$ cat config.mk
export PLATFORM = sky130hd
export DESIGN_NAME = trg_ctrl
export DESIGN_NICKNAME = d
export VERILOG_FILES = /design/src/pkg/trg_pkg.sv /design/src/hdl/trg_ctrl.sv /design/src/hdl/trg_delay_timer.sv
export SDC_FILE = /design/constraint.sdc
export NUM_CORES = 1
export LEC_CHECK = 0
export ABC_AREA = 1
export BUFFER_PORTS_ARGS = -buffer_cell sky130_fd_sc_hd__buf_4
export CAP_MARGIN = 10
export CORE_MARGIN = 5
export CORE_UTILIZATION = 64
export DETAILED_ROUTE_END_ITERATION = 16
export PLACE_DENSITY = 0.95
export SYNTH_ARGS = -nofsm -noshare
export SYNTH_HDL_FRONTEND = slang
export SYNTH_SLANG_ARGS = --single-unit
$ cat constraint.sdc
create_clock -name clock -period 4.8 [get_ports clock]
set_input_delay 0.48 -clock clock [delete_from_list [all_inputs] [get_ports clock]]
set_output_delay 0.48 -clock clock [all_outputs]
set_load 0.02 [all_outputs]
$ cat src/pkg/trg_pkg.sv
// Constants and types shared by the trigger block and its delay timer
package trg_pkg;

  // Register byte offsets
  localparam logic [7:0] ADDR_IN_CFG = 8'h00;
  localparam logic [7:0] ADDR_OUT_CFG = 8'h04;
  localparam logic [7:0] ADDR_STATUS = 8'h08;
  localparam logic [7:0] ADDR_IRQ_STAT = 8'h0C;
  localparam logic [7:0] ADDR_IRQ_MASK = 8'h10;

  // Reset values
  localparam logic [31:0] CFG_RST = 32'h0000_0000;
  localparam logic [2:0] IRQ_RST = 3'h0;

  // Edge codes of both configurations
  localparam logic [1:0] EDGE_RISE = 2'h0;
  localparam logic [1:0] EDGE_FALL = 2'h1;
  localparam logic [1:0] EDGE_ANY = 2'h2;

  // Status bit positions
  localparam int ST_IN_ACT = 0;
  localparam int ST_OUT_ACT = 1;
  localparam int ST_CONFLICT = 2;
  localparam int ST_BUSY = 3;
  localparam int ST_LINE = 4;
  localparam int ST_DRIVE = 5;

  // Interrupt bit positions
  localparam int IRQ_MEAS = 0;
  localparam int IRQ_PULSE = 1;
  localparam int IRQ_WARN = 2;
  localparam int IRQ_W = 3;

  // Timing
  localparam int unsigned CLK_PERIOD_NS = 5;
  localparam int unsigned TICK_NS = 1000000;
  localparam int unsigned TICK_CYC = TICK_NS / CLK_PERIOD_NS;
  localparam int PRE_W = 18;
  localparam logic [15:0] DELAY_MAX_MS = 16'hEA60;
  localparam logic [15:0] PULSE_MS = 16'h0001;

  // One trigger configuration word
  typedef struct packed {
    logic [15:0] delay_ms;
    logic [12:0] rsvd;
    logic [1:0] edge_sel;
    logic enable;
  } trg_cfg_t;

  // Request to the delay timer
  typedef struct packed {
    logic start;
    logic abort;
    logic [15:0] delay_ms;
  } trg_tmr_req_t;

endpackage : trg_pkg

$ cat src/hdl/trg_ctrl.sv
// Trigger input and output control with Wishbone registers and interrupt
// Behaviour
// - Input enabled and output disabled: measure only after an external trigger edge.
// - Output enabled and input disabled: drive a trigger impulse to the second sensor.
// - Both enabled together: neither works, a warning is raised.
// - Input edge code: 0 rising, 1 falling, 2 every edge.
// - Input mode waits the programmed 0 to 60000 ms before measuring.
// - Output edge code uses the same encoding and shapes the driven impulse.
// - Output delay 0 to 60000 ms; a zero delay disables the output.
// - Each input trigger edge taken while idle starts one single distance measurement when its delay ends, none if input mode ends first.
module trg_ctrl #(
  parameter int unsigned TICK_CYCLES = trg_pkg::TICK_CYC
) (
  input wire logic clock,
  input wire logic sys_rst,
  input wire logic ce,
  input wire logic wb_cyc_i,
  input wire logic wb_stb_i,
  input wire logic wb_we_i,
  input wire logic [7:0] wb_adr_i,
  input wire logic [3:0] wb_sel_i,
  input wire logic [31:0] wb_dat_i,
  output logic [31:0] wb_dat_o,
  output logic wb_ack_o,
  input wire logic trig_i,
  output logic trig_o,
  output logic trig_oe,
  input wire logic meas_began,
  output logic single_distance_measurement,
  output logic irq
);

  typedef enum logic [1:0] {S_IDLE, S_WAIT_IN, S_WAIT_OUT, S_PULSE} trg_state_t;

  trg_pkg::trg_cfg_t in_cfg_r;
  trg_pkg::trg_cfg_t output_trigger_config_r;
  logic [trg_pkg::IRQ_W-1:0] irq_stat_r;
  logic [trg_pkg::IRQ_W-1:0] irq_mask_r;
  logic [trg_pkg::IRQ_W-1:0] irq_set;
  logic sync0_r;
  logic sync1_r;
  logic line_prev_r;
  logic any_lvl_r;
  logic conflict;
  logic conflict_prev_r;
  logic in_act;
  logic out_act;
  logic hit;
  logic [15:0] in_delay;
  logic [15:0] out_delay;
  logic tmr_done;
  logic tmr_busy;
  logic wr;
  logic rd_cyc;
  logic [31:0] rd_data;
  logic [31:0] status;
  trg_pkg::trg_tmr_req_t tmr_req;
  trg_state_t state_r;
  trg_state_t state_nxt;

  // Byte lanes to bit mask
  function automatic logic [31:0] lane_mask(input logic [3:0] sel);
    lane_mask = {{8{sel[3]}}, {8{sel[2]}}, {8{sel[1]}}, {8{sel[0]}}};
  endfunction : lane_mask

  // Qualifying edge for an edge code
  function automatic logic edge_match(input logic [1:0] code, input logic prev,
                                      input logic cur);
    unique case (code)
      trg_pkg::EDGE_RISE: edge_match = !prev && cur;
      trg_pkg::EDGE_FALL: edge_match = prev && !cur;
      trg_pkg::EDGE_ANY: edge_match = prev != cur;
      default: edge_match = 1'b0;
    endcase
  endfunction : edge_match

  // Delays above the documented range are held at the maximum
  function automatic logic [15:0] clamp_ms(input logic [15:0] v);
    clamp_ms = (v > trg_pkg::DELAY_MAX_MS) ? trg_pkg::DELAY_MAX_MS : v;
  endfunction : clamp_ms

  assign in_delay = clamp_ms(in_cfg_r.delay_ms);
  assign out_delay = clamp_ms(output_trigger_config_r.delay_ms);
  assign conflict = in_cfg_r.enable && output_trigger_config_r.enable;
  assign in_act = in_cfg_r.enable && !conflict;
  assign out_act = output_trigger_config_r.enable && !conflict && (out_delay != 16'h0000);
  assign hit = edge_match(in_cfg_r.edge_sel, line_prev_r, sync1_r);
  assign wr = wb_cyc_i && wb_stb_i && wb_we_i && !wb_ack_o;
  assign rd_cyc = wb_cyc_i && wb_stb_i && !wb_ack_o;

  // Trigger pin synchroniser; first stage feeds only the second
  always_ff @(posedge clock) begin
    if (sys_rst) begin
      sync0_r <= 1'b0;
      sync1_r <= 1'b0;
      line_prev_r <= 1'b0;
    end else if (ce) begin
      sync0_r <= trig_i;
      sync1_r <= sync0_r;
      line_prev_r <= sync1_r;
    end
  end

  // Sequencer
  always_comb begin
    state_nxt = state_r;
    tmr_req = '0;
    unique case (state_r)
      S_IDLE: begin
        if (in_act && hit) begin
          tmr_req.start = 1'b1;
          tmr_req.delay_ms = in_delay;
          state_nxt = S_WAIT_IN;
        end else if (out_act && meas_began) begin
          tmr_req.start = 1'b1;
          tmr_req.delay_ms = out_delay;
          state_nxt = S_WAIT_OUT;
        end
      end
      S_WAIT_IN: begin
        if (!in_act) begin
          tmr_req.abort = 1'b1;
          state_nxt = S_IDLE;
        end else if (tmr_done) begin
          state_nxt = S_IDLE;
        end
      end
      S_WAIT_OUT: begin
        if (!out_act) begin
          tmr_req.abort = 1'b1;
          state_nxt = S_IDLE;
        end else if (tmr_done) begin
          tmr_req.start = 1'b1;
          tmr_req.delay_ms = trg_pkg::PULSE_MS;
          state_nxt = S_PULSE;
        end
      end
      S_PULSE: begin
        if (!out_act) begin
          tmr_req.abort = 1'b1;
          state_nxt = S_IDLE;
        end else if (tmr_done) begin
          state_nxt = S_IDLE;
        end
      end
    endcase
  end

  always_ff @(posedge clock) begin
    if (sys_rst) begin
      state_r <= S_IDLE;
    end else if (ce) begin
      state_r <= state_nxt;
    end
  end

  trg_delay_timer #(
    .TICK_CYCLES(TICK_CYCLES)
  ) u_timer (
    .clock(clock),
    .sys_rst(sys_rst),
    .ce(ce),
    .req(tmr_req),
    .done(tmr_done),
    .busy(tmr_busy)
  );

  // One measurement per accepted input trigger
  always_ff @(posedge clock) begin
    if (sys_rst) begin
      single_distance_measurement <= 1'b0;
    end else if (ce) begin
      single_distance_measurement <= (state_r == S_WAIT_IN) && in_act && tmr_done;
    end
  end

  // Driven trigger line: rising idles low, falling idles high, every edge toggles
  always_ff @(posedge clock) begin
    if (sys_rst) begin
      any_lvl_r <= 1'b0;
      trig_o <= 1'b0;
      trig_oe <= 1'b0;
    end else if (ce) begin
      trig_oe <= out_act;
      if (state_r == S_WAIT_OUT && state_nxt == S_PULSE) begin
        any_lvl_r <= !any_lvl_r;
      end
      unique case (output_trigger_config_r.edge_sel)
        trg_pkg::EDGE_RISE: trig_o <= out_act && (state_nxt == S_PULSE);
        trg_pkg::EDGE_FALL: trig_o <= !(out_act && (state_nxt == S_PULSE));
        trg_pkg::EDGE_ANY: trig_o <= out_act &&
          (any_lvl_r ^ (state_r == S_WAIT_OUT && state_nxt == S_PULSE));
        default: trig_o <= 1'b0;
      endcase
    end
  end

  // Configuration registers
  always_ff @(posedge clock) begin
    if (sys_rst) begin
      in_cfg_r <= trg_pkg::CFG_RST;
      output_trigger_config_r <= trg_pkg::CFG_RST;
    end else if (ce && wr) begin
      if (wb_adr_i == trg_pkg::ADDR_IN_CFG) begin
        in_cfg_r <= (in_cfg_r & ~lane_mask(wb_sel_i)) | (wb_dat_i & lane_mask(wb_sel_i));
      end
      if (wb_adr_i == trg_pkg::ADDR_OUT_CFG) begin
        output_trigger_config_r <= (output_trigger_config_r & ~lane_mask(wb_sel_i)) |
                                   (wb_dat_i & lane_mask(wb_sel_i));
      end
    end
  end

  // Interrupt status: set wins over a write-one clear
  assign irq_set[trg_pkg::IRQ_MEAS] = (state_r == S_WAIT_IN) && in_act && tmr_done;
  assign irq_set[trg_pkg::IRQ_PULSE] = (state_r == S_WAIT_OUT) && out_act && tmr_done;
  assign irq_set[trg_pkg::IRQ_WARN] = conflict && !conflict_prev_r;

  always_ff @(posedge clock) begin
    if (sys_rst) begin
      conflict_prev_r <= 1'b0;
      irq_stat_r <= trg_pkg::IRQ_RST;
      irq_mask_r <= trg_pkg::IRQ_RST;
      irq <= 1'b0;
    end else if (ce) begin
      conflict_prev_r <= conflict;
      irq <= |(irq_stat_r & irq_mask_r);
      if (wr && wb_adr_i == trg_pkg::ADDR_IRQ_STAT) begin
        irq_stat_r <= (irq_stat_r &
                       ~(wb_dat_i[trg_pkg::IRQ_W-1:0] & {trg_pkg::IRQ_W{wb_sel_i[0]}})) |
                      irq_set;
      end else begin
        irq_stat_r <= irq_stat_r | irq_set;
      end
      if (wr && wb_adr_i == trg_pkg::ADDR_IRQ_MASK && wb_sel_i[0]) begin
        irq_mask_r <= wb_dat_i[trg_pkg::IRQ_W-1:0];
      end
    end
  end

  // Bus read path and acknowledge
  always_comb begin
    status = 32'h0000_0000;
    status[trg_pkg::ST_IN_ACT] = in_act;
    status[trg_pkg::ST_OUT_ACT] = out_act;
    status[trg_pkg::ST_CONFLICT] = conflict;
    status[trg_pkg::ST_BUSY] = tmr_busy || (state_r != S_IDLE);
    status[trg_pkg::ST_LINE] = sync1_r;
    status[trg_pkg::ST_DRIVE] = trig_o;
    unique case (wb_adr_i)
      trg_pkg::ADDR_IN_CFG: rd_data = in_cfg_r;
      trg_pkg::ADDR_OUT_CFG: rd_data = output_trigger_config_r;
      trg_pkg::ADDR_STATUS: rd_data = status;
      trg_pkg::ADDR_IRQ_STAT: rd_data = {29'h0000_0000, irq_stat_r};
      trg_pkg::ADDR_IRQ_MASK: rd_data = {29'h0000_0000, irq_mask_r};
      default: rd_data = 32'h0000_0000;
    endcase
  end

  always_ff @(posedge clock) begin
    if (sys_rst) begin
      wb_ack_o <= 1'b0;
      wb_dat_o <= 32'h0000_0000;
    end else if (ce) begin
      wb_ack_o <= rd_cyc;
      wb_dat_o <= rd_cyc ? rd_data : 32'h0000_0000;
    end
  end
endmodule : trg_ctrl

$ cat src/hdl/trg_delay_timer.sv
// Millisecond tick generator and delay counter for trigger timing
module trg_delay_timer #(
  parameter int unsigned TICK_CYCLES = trg_pkg::TICK_CYC
) (
  input wire logic clock,
  input wire logic sys_rst,
  input wire logic ce,
  input wire trg_pkg::trg_tmr_req_t req,
  output logic done,
  output logic busy
);

  localparam logic [trg_pkg::PRE_W-1:0] PRE_LAST = trg_pkg::PRE_W'(TICK_CYCLES - 1);

  logic [trg_pkg::PRE_W-1:0] pre_r;
  logic tick;
  logic [15:0] cnt_r;
  logic [15:0] goal_r;

  assign tick = (pre_r == PRE_LAST);

  // Prescaler restarts with each delay so the first millisecond is whole
  always_ff @(posedge clock) begin
    if (sys_rst || (ce && (req.start || tick))) begin
      pre_r <= '0;
    end else if (ce) begin
      pre_r <= pre_r + 1'b1;
    end
  end

  always_ff @(posedge clock) begin
    if (sys_rst) begin
      busy <= 1'b0;
      done <= 1'b0;
      cnt_r <= 16'h0000;
      goal_r <= 16'h0000;
    end else if (ce) begin
      done <= 1'b0;
      if (req.abort) begin
        busy <= 1'b0;
      end else if (req.start) begin
        cnt_r <= 16'h0000;
        goal_r <= req.delay_ms;
        busy <= (req.delay_ms != 16'h0000);
        done <= (req.delay_ms == 16'h0000);
      end else if (busy && tick) begin
        cnt_r <= cnt_r + 16'h0001;
        if (cnt_r + 16'h0001 == goal_r) begin
          busy <= 1'b0;
          done <= 1'b1;
        end
      end
    end
  end
endmodule : trg_delay_timer

==> results by group, run 1 <==
STA
  • Final period utilization: 0.649
  • Final setup viols: 0
  • Final hold vios: 0
  • Slew Viols, Final: 0
  • Slew headroom: 0.270
  • Worst Tran Pin Value: ~1100 ps
  • Max Clk Rate: ~320 MHz
  • Setup_tns: 0 ps
  • RSZ-0062 raised after global routing: no
  • Clock Skew: 11.0 ps
  • Min cycle time layout: 3120 ps

Synth
  • Synth Warn #: 0
  • Sequential element share of the synthesized area: 0.400
  • Syn_nets: 1,255
  • Cells after Synth: 1,199
  • Cell variety after synth: 47
  • Post-synth EDFFs: 0
  • Syn_area_per_cell: 6.93 sq um
  • Top cell type by total area after synthesis: dfxtp_1
  • Post-synth ARST share: 0
  • Synth Register Bits: 166
  • Post-synth top flop: dfxtp_1
  • Yosys top cell area share: 0.400
  • Post-Syn Area: 0.00831 sq mm
  • Synth top area cells: dfxtp_1, nand2_1, a21oi_1

Cells and area
  • Most common cell after layout, fill and taps aside: nand2_1
  • Layout fillers: ~900
  • Highest-count cells in the layout ignoring fill and taps: nand2_1, dfxtp_1, a21oi_1
  • Nets: 1,313
  • Share of layout cells above drive strength 1: 0.135
  • Final std cells w/o fill: roughly 1,400
  • Final Util: 0.757
  • Antenna cells: 0
  • Layout overhead on the synthesized area: 15.4%

Detailed routing
  • DR top layer: met4
  • Initial DRC count: about 970
  • Routed wire length: 22,900 microns
  • Met1 Wirelength: 9050 microns
  • Vias: 8,617
  • Vias per Instance: around 6
  • WL met2: roughly 11,000 microns
  • Antenna Nets Post-Route: 0
  • DR DRC count: 0
  • WL met3: 2050 microns
  • Pre-Repair DR Iteration Count: 7
  • Wire per inst: 15.9 microns

Setup path
  • Critical path's largest stage delay: about 530 ps
  • CP cell instances: inv_1 > ha_1 > nand2_1 > nand2_1 > o21ai_0 > nand2_1 > nand2_1 > nand2_2 > nand2_2 > nand2_4 > nand2_1 > o21ai_0 > a21oi_1
  • Crit-path slowest cell: nand2_1
  • Arrival time worst endpoint: 3390 ps
  • Launching point of the worst reg2reg path: sync1_r$_SDFFE_PP0P_
  • Buf/Inv on CP: 1
  • Crit Path Class: flip-flop to flip-flop
  • Max Fanout on Critical Path: 30
  • R2r setup slk: 1680 ps
  • Endpoint class of the critical path: flip-flop
  • Stages on the worst setup path: 13
  • FF-to-FF End: u_timer.cnt_r[7]$_SDFFE_PP0P_
  • Cell mode on critical path: nand2_1
  • Worst Reg-to-Reg Cells: 13
  • Cell family contributing the most delay on the critical path: simple AND/OR/NAND/NOR gates
  • Critical Path Source: sync1_r$_SDFFE_PP0P_
  • Startpoint types: flip-flop
  • Worst endpoint required time: between 5000 and 6000 ps
  • Worst setup path end: u_timer.cnt_r[7]$_SDFFE_PP0P_

Clock network
  • Post-CTS setup buffers: 0
  • Post-CTS Resized: 0
  • Root buffer cell: clkbuf_16
  • Cts hold-fix bufs: 0
  • Clock transition at path regs: 70 ps
  • CTS tree: done
  • H-tree depth: 4
  • Clock sinks: 166
  • Clk Latency, worst-skew pair: 440 ps
  • Clock buffer depth: 2
  • Num CTS Buffers: 17

Status
  • Status: completed

Die
  • Die area: 0.0154 sq mm
  • Initial Utilization: 0.656
  • Core area: 0.0127 sq mm
  • Width of the chip: ~120 microns
  • Boundary Pins: 89
  • Die Y: 124 microns
  • FP Rows: 41

Placed design
  • DP Cell Count: approximately 1,400
  • HPWL Detailed: approximately 15,000 microns
  • Buffers on Ports: 88
  • GP Congestion: 0.935

Global route
  • Grt ovf: 0
  • Global-route wire length before repair: 37,800 microns
  • Total track usage: 0.306
  • Vias in the first global route: 8,051
  • Initial antenna violation count: 0
  • Largest net degree at the start of global routing: 64

Hold path
  • HP Class: primary input to flip-flop
  • Hold path startpoint: trig_i

Power and ir drop
  • Peak supply drop: 0.342 mV
  • Pleak: 3.67 nW
  • Total Power: 3.05 mW
  • PwrDens: roughly 320 mW/mm^2

Job
  • Total of max-cap violations: 0
[layout make-up]
class / count / area, sq um / share of cell area
multi-input cells: 848 / 4220 / 0.440
well taps: 172 / 215 / 0.0224
clock inverters: 14 / 210 / 0.0219
flip-flops and latches: 166 / 3320 / 0.347
clock buffers: 18 / 439 / 0.0458
inverters: 134 / 508 / 0.0530
repair buffers: 90 / 676 / 0.0705
[how the worst min path moves through the flow]
stage	slack, ps	depth (start not counted)	endpoint
detailed placement	440	2	flip-flop
finish	290	3	sync0_r$_SDFFE_PP0P_
CTS	290	3	sync0_r$_SDFFE_PP0P_
global route	300	3	flip-flop
floorplan	420	2	flip-flop
global placement	430	2	flip-flop
[per-layer routing]
layer  vias up  global-route usage
met5         -                   0
met4         0               0.153
met3        99              0.0654
met2       490               0.498
met1      3919               0.385
li1       4109                   -
[cell usage after synthesis (2+ instances only)]
cell and count:
a211oi_1 8, a21oi_1 151, a31oi_1 4, and2_1 2, buf_2 17, buf_4 4, buf_6 4, clkbuf_1 25
dfxtp_1 166, ha_1 4, inv_1 127, inv_2 5, inv_4 2, nand2_1 284, nand2_2 8, nand2_4 5
nand3_1 83, nand3_2 5, nand3b_1 6, nand4_1 20, nor2_1 70, nor2_2 7, nor2_4 4, nor3_1 7
nor3_2 3, nor3_4 2, nor3b_1 4, nor4_1 2, o211ai_1 6, o21ai_0 108, o21ai_1 2, o21ai_2 2
o21bai_1 3, o22ai_1 24, o31ai_1 5, or2_2 4, xnor2_1 3, xor2_1 4
[power breakdown]
group	total (mW)	leakage [nW]	switching [mW]	internal (mW)
Combinational	0.138	2.01	0.0884	0.0499
Sequential	1.39	1.34	0.00563	1.38
Clock	1.53	0.318	0.623	0.903
[kinds of logic (layout without fill, tap and decap cells)]
family                     count (synthesis)  in the layout  synth area share
DFF                                      166            166             0.400
and+or+nand+nor                          519            519             0.287
adders and majority gates                  4              4           0.00602
xor gates and xnor gates                   8              8            0.0102
buffers and inverters                    185            256            0.0922
AOI/OAI and AO/OA                        317            317             0.205
[worst register-to-register path, stage by stage (launching register included)]
cell,delay (ps)
dfxtp_1,390
inv_1,100
ha_1,280
nand2_1,50
nand2_1,50
o21ai_0,60
nand2_1,410
nand2_1,220
nand2_2,130
nand2_2,100
nand2_4,130
nand2_1,530
o21ai_0,430
a21oi_1,80
[metrics by stage]
| step | setup WS [ps] | cell area, sq um | hold slack, ps |
|---|---|---|---|
| after floorplan | 2820 | 8310 | 425 |
| after global placement | 1960 | 8940 | 435 |
| after detailed placement | 1770 | 8940 | 443 |
| after CTS | 1750 | 9590 | 292 |
| after global routing | 1380 | 9590 | 301 |
| final | 1680 | 9590 | 292 |
No activity file was read; power rests on OpenSTA's default activity.
==> inputs of run 2 (changes only) <==
--- a/config.mk
+++ b/config.mk
@@ -9,9 +9,9 @@
 export BUFFER_PORTS_ARGS = -buffer_cell sky130_fd_sc_hd__buf_4
 export CAP_MARGIN = 10
 export CORE_MARGIN = 5
-export CORE_UTILIZATION = 64
+export CORE_UTILIZATION = 53
 export DETAILED_ROUTE_END_ITERATION = 16
-export PLACE_DENSITY = 0.95
+export PLACE_DENSITY = 0.87
 export SYNTH_ARGS = -nofsm -noshare
 export SYNTH_HDL_FRONTEND = slang
 export SYNTH_SLANG_ARGS = --single-unit
==> constraint.sdc (replaced) <==
create_clock -name clock -period 2.67 [get_ports clock]
set_input_delay 0.267 -clock clock [delete_from_list [all_inputs] [get_ports clock]]
set_output_delay 0.267 -clock clock [all_outputs]
set_load 0.02 [all_outputs]
==> run 2 against run 1 <==
Global-route usage down 5.9 points; clock power up 69%; sequential power up 79%; count of clock-buffer cells in the layout down 1; final area up 1.3%; maximum frequency up 30%; sequential share of layout area down 0.43 points; worst hold slack worse by 210 ps; clock skew up 2.2 ps; utilization down 12 points; routed wire length up 0.42%.
==> results by group, run 2 (same netlist as run 1, synthesis figures left out) <==
Status
  • Status: completed

STA
  • Slew headroom: 0.546 (+0.276)
  • Clock Skew: 13.2 ps (+2.22 ps)
  • Final hold vios: 0 (unchanged)
  • Final period utilization: 0.899 (+0.249)
  • Max Clk Rate: 417 MHz (+30%)
  • Slew Viols, Final: 0 (unchanged)
  • Setup_tns: 0 ps (unchanged)
  • RSZ-0062 raised after global routing: no
  • Worst Tran Pin Value: 680 ps (-413 ps)
  • Final setup viols: 0 (unchanged)
  • Min cycle time layout: 2400 ps (-717 ps)

Setup path
  • Crit Path Class: flip-flop to flip-flop
  • Worst endpoint required time: 3020 ps (-2050 ps)
  • R2r setup slk: 270 ps (-1410 ps)
  • FF-to-FF End: u_timer.cnt_r[4]$_SDFFE_PP0P_
  • Arrival time worst endpoint: 2750 ps (-640 ps)
  • Startpoint types: flip-flop
  • Max Fanout on Critical Path: 30 (unchanged)
  • Launching point of the worst reg2reg path: sync1_r$_SDFFE_PP0P_
  • Worst Reg-to-Reg Cells: 14 (+1)
  • Endpoint class of the critical path: flip-flop

Global route
  • Initial antenna violation count: 0 (unchanged)
  • Vias in the first global route: 7,821 (-2.9%)
  • Global-route wire length before repair: 37,200 microns (-1.6%)
  • Grt ovf: 0 (unchanged)
  • Total track usage: 0.247 (-0.0588)
  • Largest net degree at the start of global routing: 63 (-1.6%)

Detailed routing
  • Pre-Repair DR Iteration Count: 5 (-2)
  • Initial DRC count: 961 (-1.0%)
  • Vias: 8,429 (-2.2%)
  • Antenna Nets Post-Route: 0 (unchanged)
  • DR DRC count: 0 (unchanged)
  • Routed wire length: 23,000 microns (+0.42%)
  • Wire per inst: 15.4 microns (-3.1%)
  • Vias per Instance: 5.64 (-5.6%)

Die
  • Core area: 0.0153 sq mm (+21%)
  • FP Rows: 45 (+9.8%)
  • Die Y: 135 microns (+9.1%)
  • Die area: 0.0183 sq mm (+19%)
  • Width of the chip: 135 microns (+9.1%)
  • Initial Utilization: 0.542 (-0.113)
  • Boundary Pins: 89 (unchanged)

Power and ir drop
  • Peak supply drop: 0.463 mV (+35%)
  • Pleak: 3.71 nW (+1.1%)
  • PwrDens: 548 mW/mm^2 (+72%)

Clock network
  • Num CTS Buffers: 17 (unchanged)
  • Cts hold-fix bufs: 0 (unchanged)
  • H-tree depth: 4 (unchanged)
  • Clock transition at path regs: 70 ps (about the same)
  • CTS tree: done
  • Post-CTS setup buffers: 0 (unchanged)
  • Clock buffer depth: 2 (unchanged)
  • Clk Latency, worst-skew pair: 440 ps (about the same)
  • Post-CTS Resized: 0 (unchanged)
  • Clock sinks: 166 (unchanged)
  • Root buffer cell: clkbuf_16

Cells and area
  • Antenna cells: 0 (unchanged)
  • Highest-count cells in the layout ignoring fill and taps: nand2_1, dfxtp_1, a21oi_1
  • Share of layout cells above drive strength 1: 0.145 (+0.00954)
  • Layout overhead on the synthesized area: 16.9%
  • Most common cell after layout, fill and taps aside: nand2_1
  • Layout fillers: 1,368 (+52%)
  • Register Area: 0.00332 sq mm (unchanged)
  • Area occupied by multi-input gates: 0.00422 sq mm (unchanged)
  • Post-Layout Inst Area: 0.00971 sq mm (+1.3%)
  • Nets: 1,326 (+0.99%)

Hold path
  • HP Class: primary input to flip-flop
  • Hold path depth: 3 (unchanged)
  • Hold Path Sink: sync0_r$_SDFFE_PP0P_
  • Hold path startpoint: trig_i

Placed design
  • GP Congestion: 0.969 (+3.6%)
  • Post-Place Cell Area: 0.00909 sq mm (+1.6%)
  • Buffers on Ports: 88 (unchanged)
  • HPWL Detailed: 15,700 microns (+4.6%)

Job
  • Total of max-cap violations: 0 (unchanged)
[run 2: report_power, final]
part	leakage (nW)	internal (mW)	switching, mW	total, mW
Clock	0.304	1.36	1.21	2.58
Sequential	1.34	2.48	0.00925	2.49
Combinational	2.07	0.0938	0.158	0.252
[run 2: final cells by class]
| type | instances | area share |
|---|---|---|
| Sequential cell | 166 | 0.342 |
| Tap cell | 211 | 0.0272 |
| Multi-Input combinational cell | 848 | 0.434 |
| Clock inverter | 15 | 0.0201 |
| Inverter | 134 | 0.0527 |
| Timing Repair Buffer | 103 | 0.0796 |
| Clock buffer | 17 | 0.0438 |
[run 2: critical path, stage by stage, from the launching register on]
cell and delay [ps]:
dfxtp_1 360, inv_1 90, ha_1 300, nand2_1 70, nand2_1 40, o21ai_0 140
nand2_1 120, nand2_1 160, nand2_2 90, nand2_2 140, nand2_4 110, nand2_1 90
buf_4 290, o21ai_0 160, a21oi_1 160
[run 2: layer usage]
metal,track usage,part of all wire,wire length [microns]
met4,0.111,0.031,715
met5,0,0,0
met2,0.408,0.47,10900
met3,0.0513,0.073,1680
met1,0.313,0.42,9660
[run 2: worst max-delay path by stage]
stage / slack (ps) / start / end / depth (start not counted)
6_report: 270 / sync1_r$_SDFFE_PP0P_ / u_timer.cnt_r[4]$_SDFFE_PP0P_ / 14
4_1_cts: 260 / sync1_r$_SDFFE_PP0P_ / u_timer.goal_r[0]$_SDFFE_PP0P_ / 13
2_1_floorplan: 690 / sync1_r$_SDFFE_PP0P_ / u_timer.busy$_SDFFE_PP0P_ / 15
3_3_place_gp: 400 / sync1_r$_SDFFE_PP0P_ / u_timer.busy$_SDFFE_PP0P_ / 13
3_5_place_dp: 320 / sync1_r$_SDFFE_PP0P_ / u_timer.busy$_SDFFE_PP0P_ / 13
5_1_grt: 60 / sync1_r$_SDFFE_PP0P_ / u_timer.pre_r[5]$_SDFFE_PP0P_ / 14
[run 2: metrics by stage]
step / setup WS (ps) / hold slack, ps / utilization / power (mW) / std cells
floorplan: 694 / 402 / - / 2.68 / 1199
global placement: 400 / 432 / 0.593 / 2.80 / 1462
detailed placement: 317 / 440 / 0.593 / 2.80 / 1462
CTS: 261 / 61.8 / 0.634 / 5.33 / 1494
global route: 57.2 / 97.2 / 0.634 / 5.46 / 1494
finish: 270 / 82.7 / 0.634 / 5.32 / 1494
